<file path="config.mk">
export PLATFORM = sky130hd
export DESIGN_NAME = aht_top
export DESIGN_NICKNAME = d
export VERILOG_FILES = /design/src/hdl/aht_timer.v /design/src/hdl/aht_top.v
export VERILOG_INCLUDE_DIRS = /design/src /design/src/pkg
export SDC_FILE = /design/constraint.sdc
export NUM_CORES = 1
export LEC_CHECK = 0
export BUFFER_PORTS_ARGS = -buffer_cell sky130_fd_sc_hd__buf_2
export CAP_MARGIN = 20
export CORE_ASPECT_RATIO = 1.2
export CORE_MARGIN = 5
export CORE_UTILIZATION = 55
export CTS_BUF_LIST = sky130_fd_sc_hd__clkbuf_16
export CTS_CLUSTER_DIAMETER = 60
export CTS_CLUSTER_SIZE = 14
export DETAILED_ROUTE_END_ITERATION = 10
export PLACE_DENSITY = 0.91
export SYNTH_ARGS = -nofsm -noshare
export SYNTH_HDL_FRONTEND = slang
export SYNTH_SLANG_ARGS = --single-unit
</file>
<file path="constraint.sdc">
create_clock -name ref_clk_in -period 5.6 [get_ports ref_clk_in]
set_input_delay 0.28 -clock ref_clk_in [delete_from_list [all_inputs] [get_ports ref_clk_in]]
set_output_delay 0.28 -clock ref_clk_in [all_outputs]
set_load 0.02 [all_outputs]
</file>
<file path="src/pkg/aht_defines.vh">
// aht_defines.vh: constants shared by the ata host timing sequencer
// assumes: included by bare name from files under hdl/
`ifndef AHT_DEFINES_VH
`define AHT_DEFINES_VH

// transfer kinds; bit 0 set means host-to-drive
`define AHT_MODE_PIO_RD 3'h0
`define AHT_MODE_PIO_WR 3'h1
`define AHT_MODE_MDMA_RD 3'h2
`define AHT_MODE_MDMA_WR 3'h3
`define AHT_MODE_UDMA_IN 3'h4
`define AHT_MODE_UDMA_OUT 3'h5

// ready sampling offset of 1.5 periods, rounded up to whole cycles
`define AHT_RDY_EXTRA 10'h002
// interlock and bus release offset of 0.4 period, rounded up
`define AHT_MLI_EXTRA 9'h001
// cycles between the last drive strobe edge and stop
`define AHT_STOP_GAP 2'h3
// reset value of the udma edge spacing counter (saturated)
`define AHT_UCNT_INIT 9'h1ff

`endif

</file>
<file path="src/hdl/aht_timer.v">
// aht_timer.v: phase timer; a phase loaded with n lasts max(n,1) cycles
// assumes: load_in is high in the first cycle of each phase
`timescale 1ns/1ps
module aht_timer #(parameter W = 9) (
   input wire clk_in,             // bus clock
   input wire rst_in,             // synchronous reset, active high
   input wire load_in,            // first cycle of a phase
   input wire [W-1:0] value_in,   // phase length in cycles
   output wire done_out           // last cycle of the phase
);
   reg [W-1:0] cnt_r;
   wire [W-1:0] one = {{(W-1){1'b0}}, 1'b1};

   assign done_out = load_in ? (value_in <= one) : (cnt_r <= one);

   always @(posedge clk_in) begin
      if (rst_in) begin
         cnt_r <= {W{1'b0}};
      end else if (load_in) begin
         cnt_r <= (value_in == {W{1'b0}}) ? {W{1'b0}} : value_in - one;
      end else if (cnt_r != {W{1'b0}}) begin
         cnt_r <= cnt_r - one;
      end
   end
endmodule

</file>
<file path="src/hdl/aht_top.v">
// aht_top.v: ata host bus sequencer for pio, multiword dma and ultra dma
// assumes: pins reach the drive through a bidirectional buffer steered here
`timescale 1ns/1ps
`include "aht_defines.vh"
module aht_top #(parameter CW = 8) (
   input wire ref_clk_in,                    // bus clock
   input wire rst_in,                        // synchronous reset, active high
   input wire start_in,                      // pulse: begin a transfer
   input wire [2:0] mode_in,                 // transfer kind
   input wire [2:0] addr_in,                 // pio register address
   input wire [1:0] cs_sel_in,               // pio chip selects, active high
   input wire [15:0] word_count_in,          // dma words to move
   input wire stop_in,                       // level: host ends dma burst
   input wire [15:0] wr_data_in,             // word to send
   input wire wr_valid_in,                   // wr_data_in valid
   output wire wr_ready_out,                 // pulse: word taken
   output wire [15:0] rd_data_out,           // word received
   output wire rd_valid_out,                 // pulse: rd_data_out new
   output wire busy_out,                     // transfer in progress
   output wire done_out,                     // pulse: transfer ended
   input wire [CW-1:0] addr_setup_count_in,  // pio address setup
   input wire [CW-1:0] read_pulse_count_in,  // pio read strobe width
   input wire [CW-1:0] write_pulse_count_in, // pio write strobe width
   input wire [CW-1:0] addr_hold_count_in,   // pio address hold
   input wire [CW-1:0] data_hold_count_in,   // pio write data hold
   input wire [CW-1:0] ready_sample_count_in, // ready sample delay
   input wire [CW-1:0] read_sample_count_in, // read capture delay
   input wire [CW-1:0] dma_setup_count_in,   // mdma setup
   input wire [CW-1:0] dma_pulse_count_in,   // mdma strobe width
   input wire [CW-1:0] dma_recovery_count_in, // mdma recovery
   input wire [CW-1:0] ack_hold_count_in,    // mdma ack hold
   input wire [CW-1:0] buf_on_count_in,      // buffer turn-on
   input wire [CW-1:0] buf_off_count_in,     // buffer turn-off
   input wire [CW-1:0] ack_setup_count_in,   // udma ack setup
   input wire [CW-1:0] envelope_count_in,    // udma envelope
   input wire [CW-1:0] ready_pause_count_in, // udma in pause
   input wire [CW-1:0] interlock_count_in,   // udma interlock
   input wire [CW-1:0] bus_release_count_in, // udma bus release
   input wire [CW-1:0] ctrl_hold_count_in,   // udma control hold
   input wire [CW-1:0] data_setup_count_in,  // udma out data setup
   input wire [CW-1:0] udma_data_hold_count_in, // udma out data hold
   input wire [CW-1:0] cycle_count_in,       // udma out half cycle
   input wire [CW-1:0] strobe_stop_count_in, // udma out strobe to stop
   output wire [1:0] ata_cs_n_out,           // chip selects, active low
   output wire [2:0] ata_addr_out,           // register address
   output wire ata_rd_n_out,                 // read strobe / ready / hstrobe
   output wire ata_wr_n_out,                 // write strobe / stop
   output wire ata_ack_n_out,                // dma acknowledge, active low
   output wire [15:0] ata_data_out,          // data driven by host
   output wire ata_data_oe_n_out,            // low while host drives data
   input wire [15:0] ata_data_in,            // data pins
   input wire ata_ready_in,                  // ready / drive strobe / pause
   input wire ata_req_in,                    // dma request
   output wire ata_buf_dir_out               // buffer direction
);
   localparam EW = CW + 2;
   localparam TW = CW + 1;
   localparam [14:0] S_IDLE = 15'h0001, S_BON = 15'h0002, S_SET = 15'h0004;
   localparam [14:0] S_STB = 15'h0008, S_HLD = 15'h0010, S_REC = 15'h0020;
   localparam [14:0] S_AKH = 15'h0040, S_BOFF = 15'h0080, S_UACK = 15'h0100;
   localparam [14:0] S_UENV = 15'h0200, S_UXF = 15'h0400, S_UPAU = 15'h0800;
   localparam [14:0] S_USTP = 15'h1000, S_UZAH = 15'h2000, S_UCVH = 15'h4000;

   reg [14:0] state_r;
   reg entry_r;
   reg [EW-1:0] elapsed_r;
   reg [2:0] mode_r;
   reg [15:0] words_r;
   reg [1:0] cs_n_r;
   reg [2:0] addr_r;
   reg rd_n_r, wr_n_r, ack_n_r, doe_n_r, bdir_r;
   reg [15:0] dout_r, rdata_r;
   reg rvalid_r, done_r;
   reg rdy_seen_r, cap_done_r;
   reg [EW-1:0] rdy_cnt_r;
   reg [TW-1:0] ucnt_r, ld_cnt_r;
   reg word_ok_r;
   reg [1:0] gap_r;
   reg ready_m_r, ready_s_r, ready_p_r, req_m_r, req_s_r;
   reg [15:0] data_m_r, data_s_r;
   reg [TW-1:0] tmr_val;
   wire tmr_done;

   wire is_pio = (mode_r == `AHT_MODE_PIO_RD) | (mode_r == `AHT_MODE_PIO_WR);
   wire is_mdma = (mode_r == `AHT_MODE_MDMA_RD) | (mode_r == `AHT_MODE_MDMA_WR);
   wire is_out = mode_r[0];
   // saturating successors: a counter parked at all ones must not read back as zero
   wire [EW-1:0] el1 = (elapsed_r == {EW{1'b1}}) ? elapsed_r : elapsed_r + 1'b1;
   wire [TW-1:0] u1 = (ucnt_r == {TW{1'b1}}) ? ucnt_r : ucnt_r + 1'b1;
   wire [TW-1:0] ld1 = (ld_cnt_r == {TW{1'b1}}) ? ld_cnt_r : ld_cnt_r + 1'b1;
   wire [CW-1:0] pio_pulse = is_out ? write_pulse_count_in : read_pulse_count_in;
   wire [CW-1:0] akh_cnt = (dma_recovery_count_in > ack_hold_count_in) ?
                           dma_recovery_count_in : ack_hold_count_in;
   wire more = (words_r != 16'h0000) & req_s_r & ~stop_in;
   wire mdma_go = is_mdma & (state_r == S_SET | state_r == S_REC) & tmr_done & more &
                  (~is_out | wr_valid_in);
   wire uload = (state_r == S_UXF) & is_out & ~word_ok_r & more &
                (u1 >= {1'b0, udma_data_hold_count_in}) & wr_valid_in;
   wire uedge = (state_r == S_UXF) & is_out & word_ok_r & ~ready_s_r &
                (ld1 >= {1'b0, data_setup_count_in}) & (u1 >= {1'b0, cycle_count_in});
   wire uend_out = (state_r == S_UXF) & is_out & ~more &
                   (u1 >= {1'b0, strobe_stop_count_in});
   wire uend_in = (state_r == S_UXF) & ~is_out & ~more;
   wire edge_in = ~is_out & (state_r == S_UXF | state_r == S_UPAU) &
                  (ready_s_r ^ ready_p_r);
   wire pio_take = (state_r == S_IDLE) & start_in & (mode_in == `AHT_MODE_PIO_WR);

   assign wr_ready_out = pio_take | (mdma_go & is_out) | uload;
   assign rd_data_out = rdata_r;
   assign rd_valid_out = rvalid_r;
   assign busy_out = (state_r != S_IDLE);
   assign done_out = done_r;
   assign ata_cs_n_out = cs_n_r;
   assign ata_addr_out = addr_r;
   assign ata_rd_n_out = rd_n_r;
   assign ata_wr_n_out = wr_n_r;
   assign ata_ack_n_out = ack_n_r;
   assign ata_data_out = dout_r;
   assign ata_data_oe_n_out = doe_n_r;
   assign ata_buf_dir_out = bdir_r;

   // phase lengths, one per timed state
   always @* begin
      case (state_r)
         S_BON: tmr_val = {1'b0, buf_on_count_in};
         S_SET: tmr_val = {1'b0, is_pio ? addr_setup_count_in : dma_setup_count_in};
         S_STB: tmr_val = {1'b0, dma_pulse_count_in};
         S_REC: tmr_val = {1'b0, dma_recovery_count_in};
         S_AKH: tmr_val = {1'b0, akh_cnt};
         S_BOFF: tmr_val = {1'b0, buf_off_count_in};
         S_UACK: tmr_val = {1'b0, ack_setup_count_in};
         S_UENV: tmr_val = {1'b0, envelope_count_in};
         S_UPAU: tmr_val = {1'b0, ready_pause_count_in};
         S_USTP: tmr_val = {1'b0, interlock_count_in} + `AHT_MLI_EXTRA;
         S_UZAH: tmr_val = {1'b0, bus_release_count_in} + `AHT_MLI_EXTRA;
         S_UCVH: tmr_val = {1'b0, ctrl_hold_count_in};
         default: tmr_val = {TW{1'b0}};
      endcase
   end

   aht_timer #(.W(TW)) u_phase (
      .clk_in(ref_clk_in),
      .rst_in(rst_in),
      .load_in(entry_r),
      .value_in(tmr_val),
      .done_out(tmr_done)
   );

   // pins from the drive pass two flops first
   always @(posedge ref_clk_in) begin
      if (rst_in) begin
         ready_m_r <= 1'b0;
         ready_s_r <= 1'b0;
         ready_p_r <= 1'b0;
         req_m_r <= 1'b0;
         req_s_r <= 1'b0;
         data_m_r <= 16'h0000;
         data_s_r <= 16'h0000;
      end else begin
         ready_m_r <= ata_ready_in;
         ready_s_r <= ready_m_r;
         ready_p_r <= ready_s_r;
         req_m_r <= ata_req_in;
         req_s_r <= req_m_r;
         data_m_r <= ata_data_in;
         data_s_r <= data_m_r;
      end
   end

   always @(posedge ref_clk_in) begin
      if (rst_in) begin
         state_r <= S_IDLE;
         entry_r <= 1'b0;
         elapsed_r <= {EW{1'b0}};
         mode_r <= `AHT_MODE_PIO_RD;
         words_r <= 16'h0000;
         cs_n_r <= 2'h3;
         addr_r <= 3'h0;
         rd_n_r <= 1'b1;
         wr_n_r <= 1'b1;
         ack_n_r <= 1'b1;
         doe_n_r <= 1'b1;
         bdir_r <= 1'b0;
         dout_r <= 16'h0000;
         rdata_r <= 16'h0000;
         rvalid_r <= 1'b0;
         done_r <= 1'b0;
         rdy_seen_r <= 1'b0;
         cap_done_r <= 1'b0;
         rdy_cnt_r <= {EW{1'b0}};
         ucnt_r <= `AHT_UCNT_INIT;
         ld_cnt_r <= {TW{1'b0}};
         word_ok_r <= 1'b0;
         gap_r <= 2'h0;
      end else begin
         entry_r <= 1'b0;
         rvalid_r <= 1'b0;
         done_r <= 1'b0;
         if (elapsed_r != {EW{1'b1}})
            elapsed_r <= el1;
         if (ucnt_r != {TW{1'b1}})
            ucnt_r <= u1;
         if (ld_cnt_r != {TW{1'b1}})
            ld_cnt_r <= ld1;
         if (edge_in) begin
            gap_r <= 2'h0;
            rdata_r <= data_s_r;
            rvalid_r <= 1'b1;
            if (words_r != 16'h0000)
               words_r <= words_r - 16'h0001;
         end else if (gap_r != `AHT_STOP_GAP) begin
            gap_r <= gap_r + 2'h1;
         end
         case (state_r)
            S_IDLE: begin
               if (start_in) begin
                  mode_r <= mode_in;
                  words_r <= word_count_in;
                  entry_r <= 1'b1;
                  elapsed_r <= {EW{1'b0}};
                  if (pio_take)
                     dout_r <= wr_data_in;
                  if (mode_in[0]) begin
                     bdir_r <= 1'b1;
                     state_r <= S_BON;
                  end else if (mode_in[2]) begin
                     state_r <= S_UACK;
                  end else begin
                     state_r <= S_SET;
                  end
                  if (mode_in[2:1] == 2'b00) begin
                     cs_n_r <= ~cs_sel_in;
                     addr_r <= addr_in;
                  end else if (mode_in[2:1] == 2'b01) begin
                     ack_n_r <= 1'b0;
                  end
               end
            end
            S_BON: begin
               if (tmr_done) begin
                  doe_n_r <= 1'b0;
                  entry_r <= 1'b1;
                  state_r <= mode_r[2] ? S_UACK : S_SET;
               end
            end
            S_SET, S_REC: begin
               if (is_pio & tmr_done) begin
                  if (is_out)
                     wr_n_r <= 1'b0;
                  else
                     rd_n_r <= 1'b0;
                  rdy_seen_r <= 1'b0;
                  cap_done_r <= 1'b0;
                  entry_r <= 1'b1;
                  elapsed_r <= {EW{1'b0}};
                  state_r <= S_STB;
               end else if (mdma_go) begin
                  // request sampled afresh before each word
                  if (is_out) begin
                     dout_r <= wr_data_in;
                     wr_n_r <= 1'b0;
                  end else begin
                     rd_n_r <= 1'b0;
                  end
                  entry_r <= 1'b1;
                  state_r <= S_STB;
               end else if (is_mdma & tmr_done & (stop_in | words_r == 16'h0000)) begin
                  entry_r <= 1'b1;
                  state_r <= S_AKH;
               end
            end
            S_STB: begin
               if (is_pio) begin
                  if (~rdy_seen_r & ready_s_r &
                      (elapsed_r >= {2'b00, ready_sample_count_in} + `AHT_RDY_EXTRA)) begin
                     rdy_seen_r <= 1'b1;
                     rdy_cnt_r <= {{(EW-1){1'b0}}, 1'b1};
                  end else if (rdy_seen_r & (rdy_cnt_r != {EW{1'b1}})) begin
                     rdy_cnt_r <= rdy_cnt_r + 1'b1;
                  end
                  if (~is_out & rdy_seen_r & ~cap_done_r &
                      (rdy_cnt_r >= {2'b00, read_sample_count_in})) begin
                     rdata_r <= data_s_r;
                     rvalid_r <= 1'b1;
                     cap_done_r <= 1'b1;
                  end
                  if ((el1 >= {2'b00, pio_pulse}) & rdy_seen_r & (is_out | cap_done_r)) begin
                     rd_n_r <= 1'b1;
                     wr_n_r <= 1'b1;
                     entry_r <= 1'b1;
                     elapsed_r <= {EW{1'b0}};
                     state_r <= S_HLD;
                  end
               end else if (tmr_done) begin
                  rd_n_r <= 1'b1;
                  wr_n_r <= 1'b1;
                  if (~is_out) begin
                     rdata_r <= data_s_r;
                     rvalid_r <= 1'b1;
                  end
                  words_r <= words_r - 16'h0001;
                  entry_r <= 1'b1;
                  state_r <= (words_r == 16'h0001) ? S_AKH : S_REC;
               end
            end
            S_HLD: begin
               if (is_out & (el1 >= {2'b00, data_hold_count_in}))
                  doe_n_r <= 1'b1;
               if ((el1 >= {2'b00, addr_hold_count_in}) &
                   (~is_out | el1 >= {2'b00, data_hold_count_in})) begin
                  cs_n_r <= 2'h3;
                  entry_r <= 1'b1;
                  if (is_out) begin
                     state_r <= S_BOFF;
                  end else begin
                     done_r <= 1'b1;
                     state_r <= S_IDLE;
                  end
               end
            end
            S_AKH: begin
               if (tmr_done) begin
                  ack_n_r <= 1'b1;
                  doe_n_r <= 1'b1;
                  entry_r <= 1'b1;
                  if (is_out) begin
                     state_r <= S_BOFF;
                  end else begin
                     done_r <= 1'b1;
                     state_r <= S_IDLE;
                  end
               end
            end
            S_BOFF: begin
               if (tmr_done) begin
                  bdir_r <= 1'b0;
                  done_r <= 1'b1;
                  state_r <= S_IDLE;
               end
            end
            S_UACK: begin
               if (tmr_done) begin
                  ack_n_r <= 1'b0;
                  entry_r <= 1'b1;
                  state_r <= S_UENV;
               end
            end
            S_UENV: begin
               if (tmr_done) begin
                  wr_n_r <= 1'b0;
                  rd_n_r <= is_out;
                  ucnt_r <= `AHT_UCNT_INIT;
                  word_ok_r <= 1'b0;
                  entry_r <= 1'b1;
                  state_r <= S_UXF;
               end
            end
            S_UXF: begin
               if (uedge) begin
                  rd_n_r <= ~rd_n_r;
                  ucnt_r <= {TW{1'b0}};
                  word_ok_r <= 1'b0;
                  words_r <= words_r - 16'h0001;
               end else if (uload) begin
                  dout_r <= wr_data_in;
                  ld_cnt_r <= {TW{1'b0}};
                  word_ok_r <= 1'b1;
               end else if (uend_out) begin
                  wr_n_r <= 1'b1;
                  entry_r <= 1'b1;
                  state_r <= S_USTP;
               end else if (uend_in) begin
                  rd_n_r <= 1'b1;
                  entry_r <= 1'b1;
                  state_r <= S_UPAU;
               end
            end
            S_UPAU: begin
               if (tmr_done & (gap_r == `AHT_STOP_GAP) & ~edge_in) begin
                  wr_n_r <= 1'b1;
                  entry_r <= 1'b1;
                  state_r <= S_USTP;
               end
            end
            S_USTP: begin
               if (tmr_done) begin
                  entry_r <= 1'b1;
                  state_r <= is_out ? S_UCVH : S_UZAH;
               end
            end
            S_UZAH: begin
               if (tmr_done) begin
                  entry_r <= 1'b1;
                  state_r <= S_UCVH;
               end
            end
            S_UCVH: begin
               if (tmr_done) begin
                  ack_n_r <= 1'b1;
                  rd_n_r <= 1'b1;
                  wr_n_r <= 1'b1;
                  doe_n_r <= 1'b1;
                  entry_r <= 1'b1;
                  if (is_out) begin
                     state_r <= S_BOFF;
                  end else begin
                     done_r <= 1'b1;
                     state_r <= S_IDLE;
                  end
               end
            end
            default: begin
               state_r <= S_IDLE;
            end
         endcase
      end
   end
   // all counts are read live and must stay steady while busy_out is high
endmodule

</file>
# Word-level counts from Yosys, hierarchy flattened
# Index checks and enable logic that the tools add are counted.
# Widths: inputs -> output; s select.
[word_totals]
ff_bits = 168
[op_classes]
add_sub_neg = 11
magnitude_cmp = 12
eq_ne = 67
mux = 146
bitwise_logic = 60
n_reduce_logical = 35
[ops]
columns = ["cell", "count"]
rows = [
  ["$mux 15", 21],
  ["$mux 16", 19],
  ["$pmux 15 s13", 1],
  ["$mux 9", 15],
  ["$pmux 9 s12", 1],
  ["$pmux 16 s3", 2],
  ["$mux 10", 8],
  ["$mux 1", 58],
  ["$ne 2x2->1 const B", 24],
  ["$ge 10x8->1", 4],
  ["$and 1x1->1", 39],
  ["$ge 9x8->1", 4],
  ["$mux 8", 4],
  ["$pmux 10 s3", 1],
  ["$ne 3x3->1 const B", 8],
  ["$add 10x1->10 const B", 2],
  ["$ne 10x10->1 const B", 2],
  ["$reduce_and 4->1", 5],
  ["$add 8x1->9 const B", 2],
  ["$add 9x1->9 const B", 2],
  ["$eq 9x9->1 const B", 2],
  ["$le 9x1->1 const B", 2],
  ["$ne 9x9->1 const B", 2],
  ["$pmux 9 s2", 1],
  ["other kinds (60)", 102],
]

# Depth between registers and ports, before layout
[depth]
word_depth = 12
depth_mapped = 22
depth_no_buf = 20

# Modules after synthesis
# Synthesis repeated with hierarchy kept, for this count alone.
[unflattened]
cells_unflattened = 1401
area_unflattened_um2 = 11438.5
[by_module_without_submodules]
columns = ["module", "instances", "cells_each", "area_per_inst_um2"]
rows = [
  ["aht_top", 1, 1319, 10762.8],
  ["aht_timer", 1, 82, 675.6],
]

# Worst setup path after synthesis
# No wires, ideal clock.
[synth_timing]
path_kind = "reg-to-reg"
from = "register state_r[8]"
to = "register state_r[6]"
setup_ns = 0.128
arrival_time_ns = 4.344
path_slack_ns = 1.128
path_stages_with_launch = 21
path_buffers = 5
path_cell_list = "dfxtp_1 -> buf_2 -> or4_1 -> buf_2 -> nor4_4 -> buf_4 -> mux2_2 -> ha_1 -> nand3_1 -> xor2_1 -> nand2_1 -> o211ai_1 -> nand4_1 -> or3_1 -> or3_4 -> o211ai_1 -> and2_1 -> buf_4 -> buf_12 -> mux2i_1 -> nor2_1"
[synth_via]
elab_chain_len = 10
[synth_lines]
columns = ["item", "line", "text"]
rows = [
  ["from (decl)", "aht_top.v:64", "reg [14:0] state_r;"],
  ["from (signal assigned)", "aht_top.v:243", "state_r <= mode_r[2] ? S_UACK : S_SET;"],
  ["from (signal assigned)", "aht_top.v:303", "state_r <= (words_r == 16'h0001) ? S_AKH : S_REC;"],
  ["from (signal assigned)", "aht_top.v:388", "state_r <= is_out ? S_UCVH : S_UZAH;"],
  ["$eq 15x15->1 (tied with other cells)", "aht_top.v:124, aht_top.v:214", ""],
  ["$pmux 9 s12", "aht_top.v:124", "case (state_r)"],
  ["$le 9x1->1", "aht_timer.v:14", "assign done_out = load_in ? (value_in <= one) : (cnt_r <= one);"],
  ["$mux 1", "aht_timer.v:14", ""],
  ["$and 1x1->1 (3 in a row)", "aht_top.v:95", "wire mdma_go = is_mdma & (state_r == S_SET | state_r == S_REC) & tmr_done & more &"],
  ["$mux 15", "aht_top.v:257", "end else if (mdma_go) begin"],
  ["$mux 15", "aht_top.v:247", "if (is_pio & tmr_done) begin"],
  ["$pmux 15 s13", "aht_top.v:214", "case (state_r)"],
]
# Several ways; a longest one is shown, not always the timed one. The select of a mux whose other input is x is not followed.
# A chain may end at the register's enable or synchronous reset.

# Final worst setup path
[layout_timing]
from = "register state_r[0]"
to = "output wr_ready_out"
[layout_via]
elab_chain_len = 10
[layout_lines]
columns = ["item", "line", "text"]
rows = [
  ["$eq 15x15->1 (tied with other cells)", "aht_top.v:124", ""],
  ["$pmux 9 s12", "aht_top.v:124", ""],
  ["$le 9x1->1", "aht_timer.v:14", ""],
  ["$mux 1", "aht_timer.v:14", ""],
  ["$and 1x1->1 (3 in a row)", "aht_top.v:95", ""],
  ["$and 1x1->1", "aht_top.v:108", "assign wr_ready_out = pio_take | (mdma_go & is_out) | uload;"],
  ["$or 1x1->1", "aht_top.v:108", ""],
  ["$or 1x1->1 (*)", "aht_top.v:108", ""],
  ["to (decl)", "aht_top.v:16", "output wire wr_ready_out,"],
]
# Every way passes the cells marked *; elsewhere a longest branch is shown, timed or not.

==> results.toml <==
[timing]
slew_viol_final = 0
timing.setup.tns_ns = 0
max_freq_mhz = 187
min_period_ns = 5.34
slew-limit-headroom = 0.241
setup_viol = 0
worstMarginPinSlew_ns = 1.13
worst_slack_ns = 0.262
rsz0062_at_grt = "false"
period_share = 0.953
finalHoldViolCount = 0
skew_ns = 0.0170

[final_layout]
syn_to_final_growth_pct = 19.8
antenna_cells = 0
final-instance-count-excl-fill = 2107
drive_gt1_frac = 0.221
final_nets = 2162
fin_area_mm2 = 0.0146

[clock_network]
cts_tree = "built"
ctsRootBufferMaster = "clkbuf_16"
ctsHtreeMaxLevel = 4
ctsHoldBuffers = 0
cts_inserted_buffers = 17
post_cts_buffers = 0
clock_latency_ns = 0.43
clkTransAtPathRegs_ns = 0.09
cts.sinks = 168
cts_buffer_depth = 2

[critical_path]
crit_path_start_kind = "flip-flop"
worst-setup-path-type = "reg2out"
worstPathRequired_ns = 5.32
path_max_fanout = 16
endpoint_kind = "output pin"
critical_path_arrival_ns = 5.06

[synth]
ys.flop_type = "dfxtp_1"
synth_top_cell_by_area = "dfxtp_1"
synth_area_mm2 = 0.0122
synth_edf_count = 0
seq_area_frac_synth = 0.277
ys_warn_count = 0
postSynth.asyncResetShare = 0
synth_top_area_frac = 0.277
synth-seq-cells = 168
syn_avg_cell_area_um2 = 7.88
syn_nets = 1884
postSynthCellCount = 1542
yosysUniqueCellTypes = 93
netlist_top_cells_area = "dfxtp_1 28%, ha_1 9.8%, nand2_1 4.6%, a21oi_1 4.3%, nor2_1 3.9%"

[placed_design]
port_buffers = 292
pre_cts_slack_ns = 0.541
gp_congestion = 1.08
dpl_cell_area_mm2 = 0.0139
hpwl_um = 33300
dpl.cell_count = 2075

[detailed_routing]
viasPerCell = 6.20
drt_drc_violations_left = 0
drt-pass1-iter-count = 6
wl_um = 41900
drtIter0Drc = 1406
post_drt_wl_per_cell_um = 19.9
final_antenna_net_count = 0
dr_total_vias = 13068

[die]
die_area_mm2 = 0.0252
die_x_um = 146
io_pins = 293
start_util = 0.560
die_h_um = 173
rows = 59
fp.coreArea_mm2 = 0.0217

[hold_path]
hp-class = "in2reg"

[power]
power_uw = 4510
vdd_ir_drop_max_uv = 234
static-leakage-power_uw = 0.00658
p_per_area_mw_per_mm2 = 310

[global_route]
grt-ovfl-total = 0
antenna_found_initial = 0
grt_pass1_wl_um = 65700
grt_start_max_net_pins = 74
grt_usage = 0.314
first_global_vias = 12886

[outcome]
run_status = "finished clean"

[run]
max_cap_violations = 0
metrics by stage:
step                       util  hold WS [ns]
after global routing      0.671        0.0346
after floorplan               -         0.388
after CTS                 0.670        0.0335
after global placement    0.641         0.416
final                     0.671        0.0476
after detailed placement  0.641         0.426
registers in the layout, indices dropped and copies added, names as in the netlist, 2 cells and up, named ones only:
register,count
elapsed_r,10
u_phase.cnt_r,9
mode_r,3
ld_cnt_r,9
data_m_r,16
words_r,16
gap_r,2
ata_addr_out,3
ata_data_out,16
state_r,15
data_s_r,16
ata_cs_n_out,2
rdy_cnt_r,10
ucnt_r,9
placed cells by master, fill, tap and decap left out, types with 9 or more instances in the layout:
| cell | instances |
|---|---|
| nand3_1 | 49 |
| or3_1 | 26 |
| mux2i_1 | 38 |
| or4_1 | 11 |
| a211oi_1 | 19 |
| o211a_1 | 10 |
| nand4_1 | 24 |
| nor2_1 | 126 |
| buf_4 | 38 |
| and3_1 | 23 |
| nand2_1 | 149 |
| xnor2_1 | 32 |
| inv_1 | 93 |
| buf_2 | 291 |
| o211ai_1 | 9 |
| xor2_1 | 30 |
| nor2b_1 | 57 |
| a22oi_1 | 9 |
| nor4_1 | 35 |
| nand2b_1 | 26 |
| a21oi_1 | 104 |
| dfxtp_1 | 168 |
| a21o_1 | 15 |
| o21ai_0 | 67 |
| o21ai_1 | 9 |
| ha_1 | 95 |
| a31oi_1 | 10 |
| o21a_1 | 13 |
| a221oi_1 | 10 |
| clkbuf_16 | 17 |
| nor3_1 | 52 |
where the power goes:
group | total [µW] | switching, µW | internal, µW
registers | 1450 | 140 | 1310
clock network | 1190 | 577 | 611
logic | 1880 | 1150 | 729
total | 4510 | 1860 | 2650
cell type report:
class | instances | area, µm²
well taps | 274 | 343
clock buffers | 17 | 425
flip-flops and latches | 168 | 3360
inverters | 93 | 349
fillers | 1817 | 7140
multi-input cells | 1211 | 8140
repair buffers | 329 | 1740
clock inverters | 15 | 195
cells by family after synthesis:
kind of cell	synth area share
AOI/OAI and AO/OA	0.211
xor gates and xnor gates	0.0447
adders and majority gates	0.0978
buffers and inverters	0.0552
DFF	0.277
muxes	0.0378
and+or+nand+nor	0.277
metal layers:
| metal | share of wire | vias to the layer above | GRT usage |
|---|---|---|---|
| met5 | 0 | - | 0 |
| met4 | 0.063 | 0 | 0.181 |
| met3 | 0.090 | 171 | 0.0660 |
| met2 | 0.47 | 763 | 0.533 |
| met1 | 0.38 | 5940 | 0.364 |
| li1 | - | 6194 | - |
critical path, cell delays in order (launching register included):
cell	delay [ns]
dfxtp_1	0.37
or4_1	0.64
nor4_4	0.43
mux2_2	0.40
ha_1	0.28
a32oi_1	0.05
nor2_1	0.28
and4b_1	0.28
o21ai_0	0.19
inv_1	0.16
ha_1	0.25
o211ai_1	0.35
o21ai_4	0.18
a221o_4	0.56
buf_2	0.20
synth_stat cells, types with 7 or more instances:
master,instances
and2_1,7
o211ai_1,9
a211oi_1,19
nand2b_1,26
a21o_1,15
nor2b_1,57
o211a_1,10
or4_1,11
nor2_1,126
o31ai_1,7
a221oi_1,10
nand4_1,24
inv_1,93
o21a_1,13
and4_1,8
o21ai_0,67
mux2_2,7
clkbuf_1,49
xnor2_1,32
nand2_1,149
and3_1,23
a22oi_1,9
a2111oi_0,7
nand3_1,49
dfxtp_1,168
nor4_1,36
xor2_1,30
a31oi_1,10
a21oi_1,104
o21ai_1,9
buf_2,13
nor3_1,52
mux2i_1,38
ha_1,95
or3_1,26
final timing paths:
check | depth (start not counted) | to | slack, ns | start
setup / recovery | 14 | wr_ready_out | 0.26 | state_r[0]
hold / removal | 3 | words_r[14] | 0.05 | word_count_in[14]
setup reg to reg | 19 | state_r[7] | 0.40 | ucnt_r[0]
hold reg to reg | 1 | ready_s_r | 0.44 | ready_m_r
what timing repair did:
action,in CTS,in global routing
endpoints found under the setup margin,0,1
gates resized for setup,0,2
hold endpoints to repair,0,0
(Power assumes the default switching activity.)
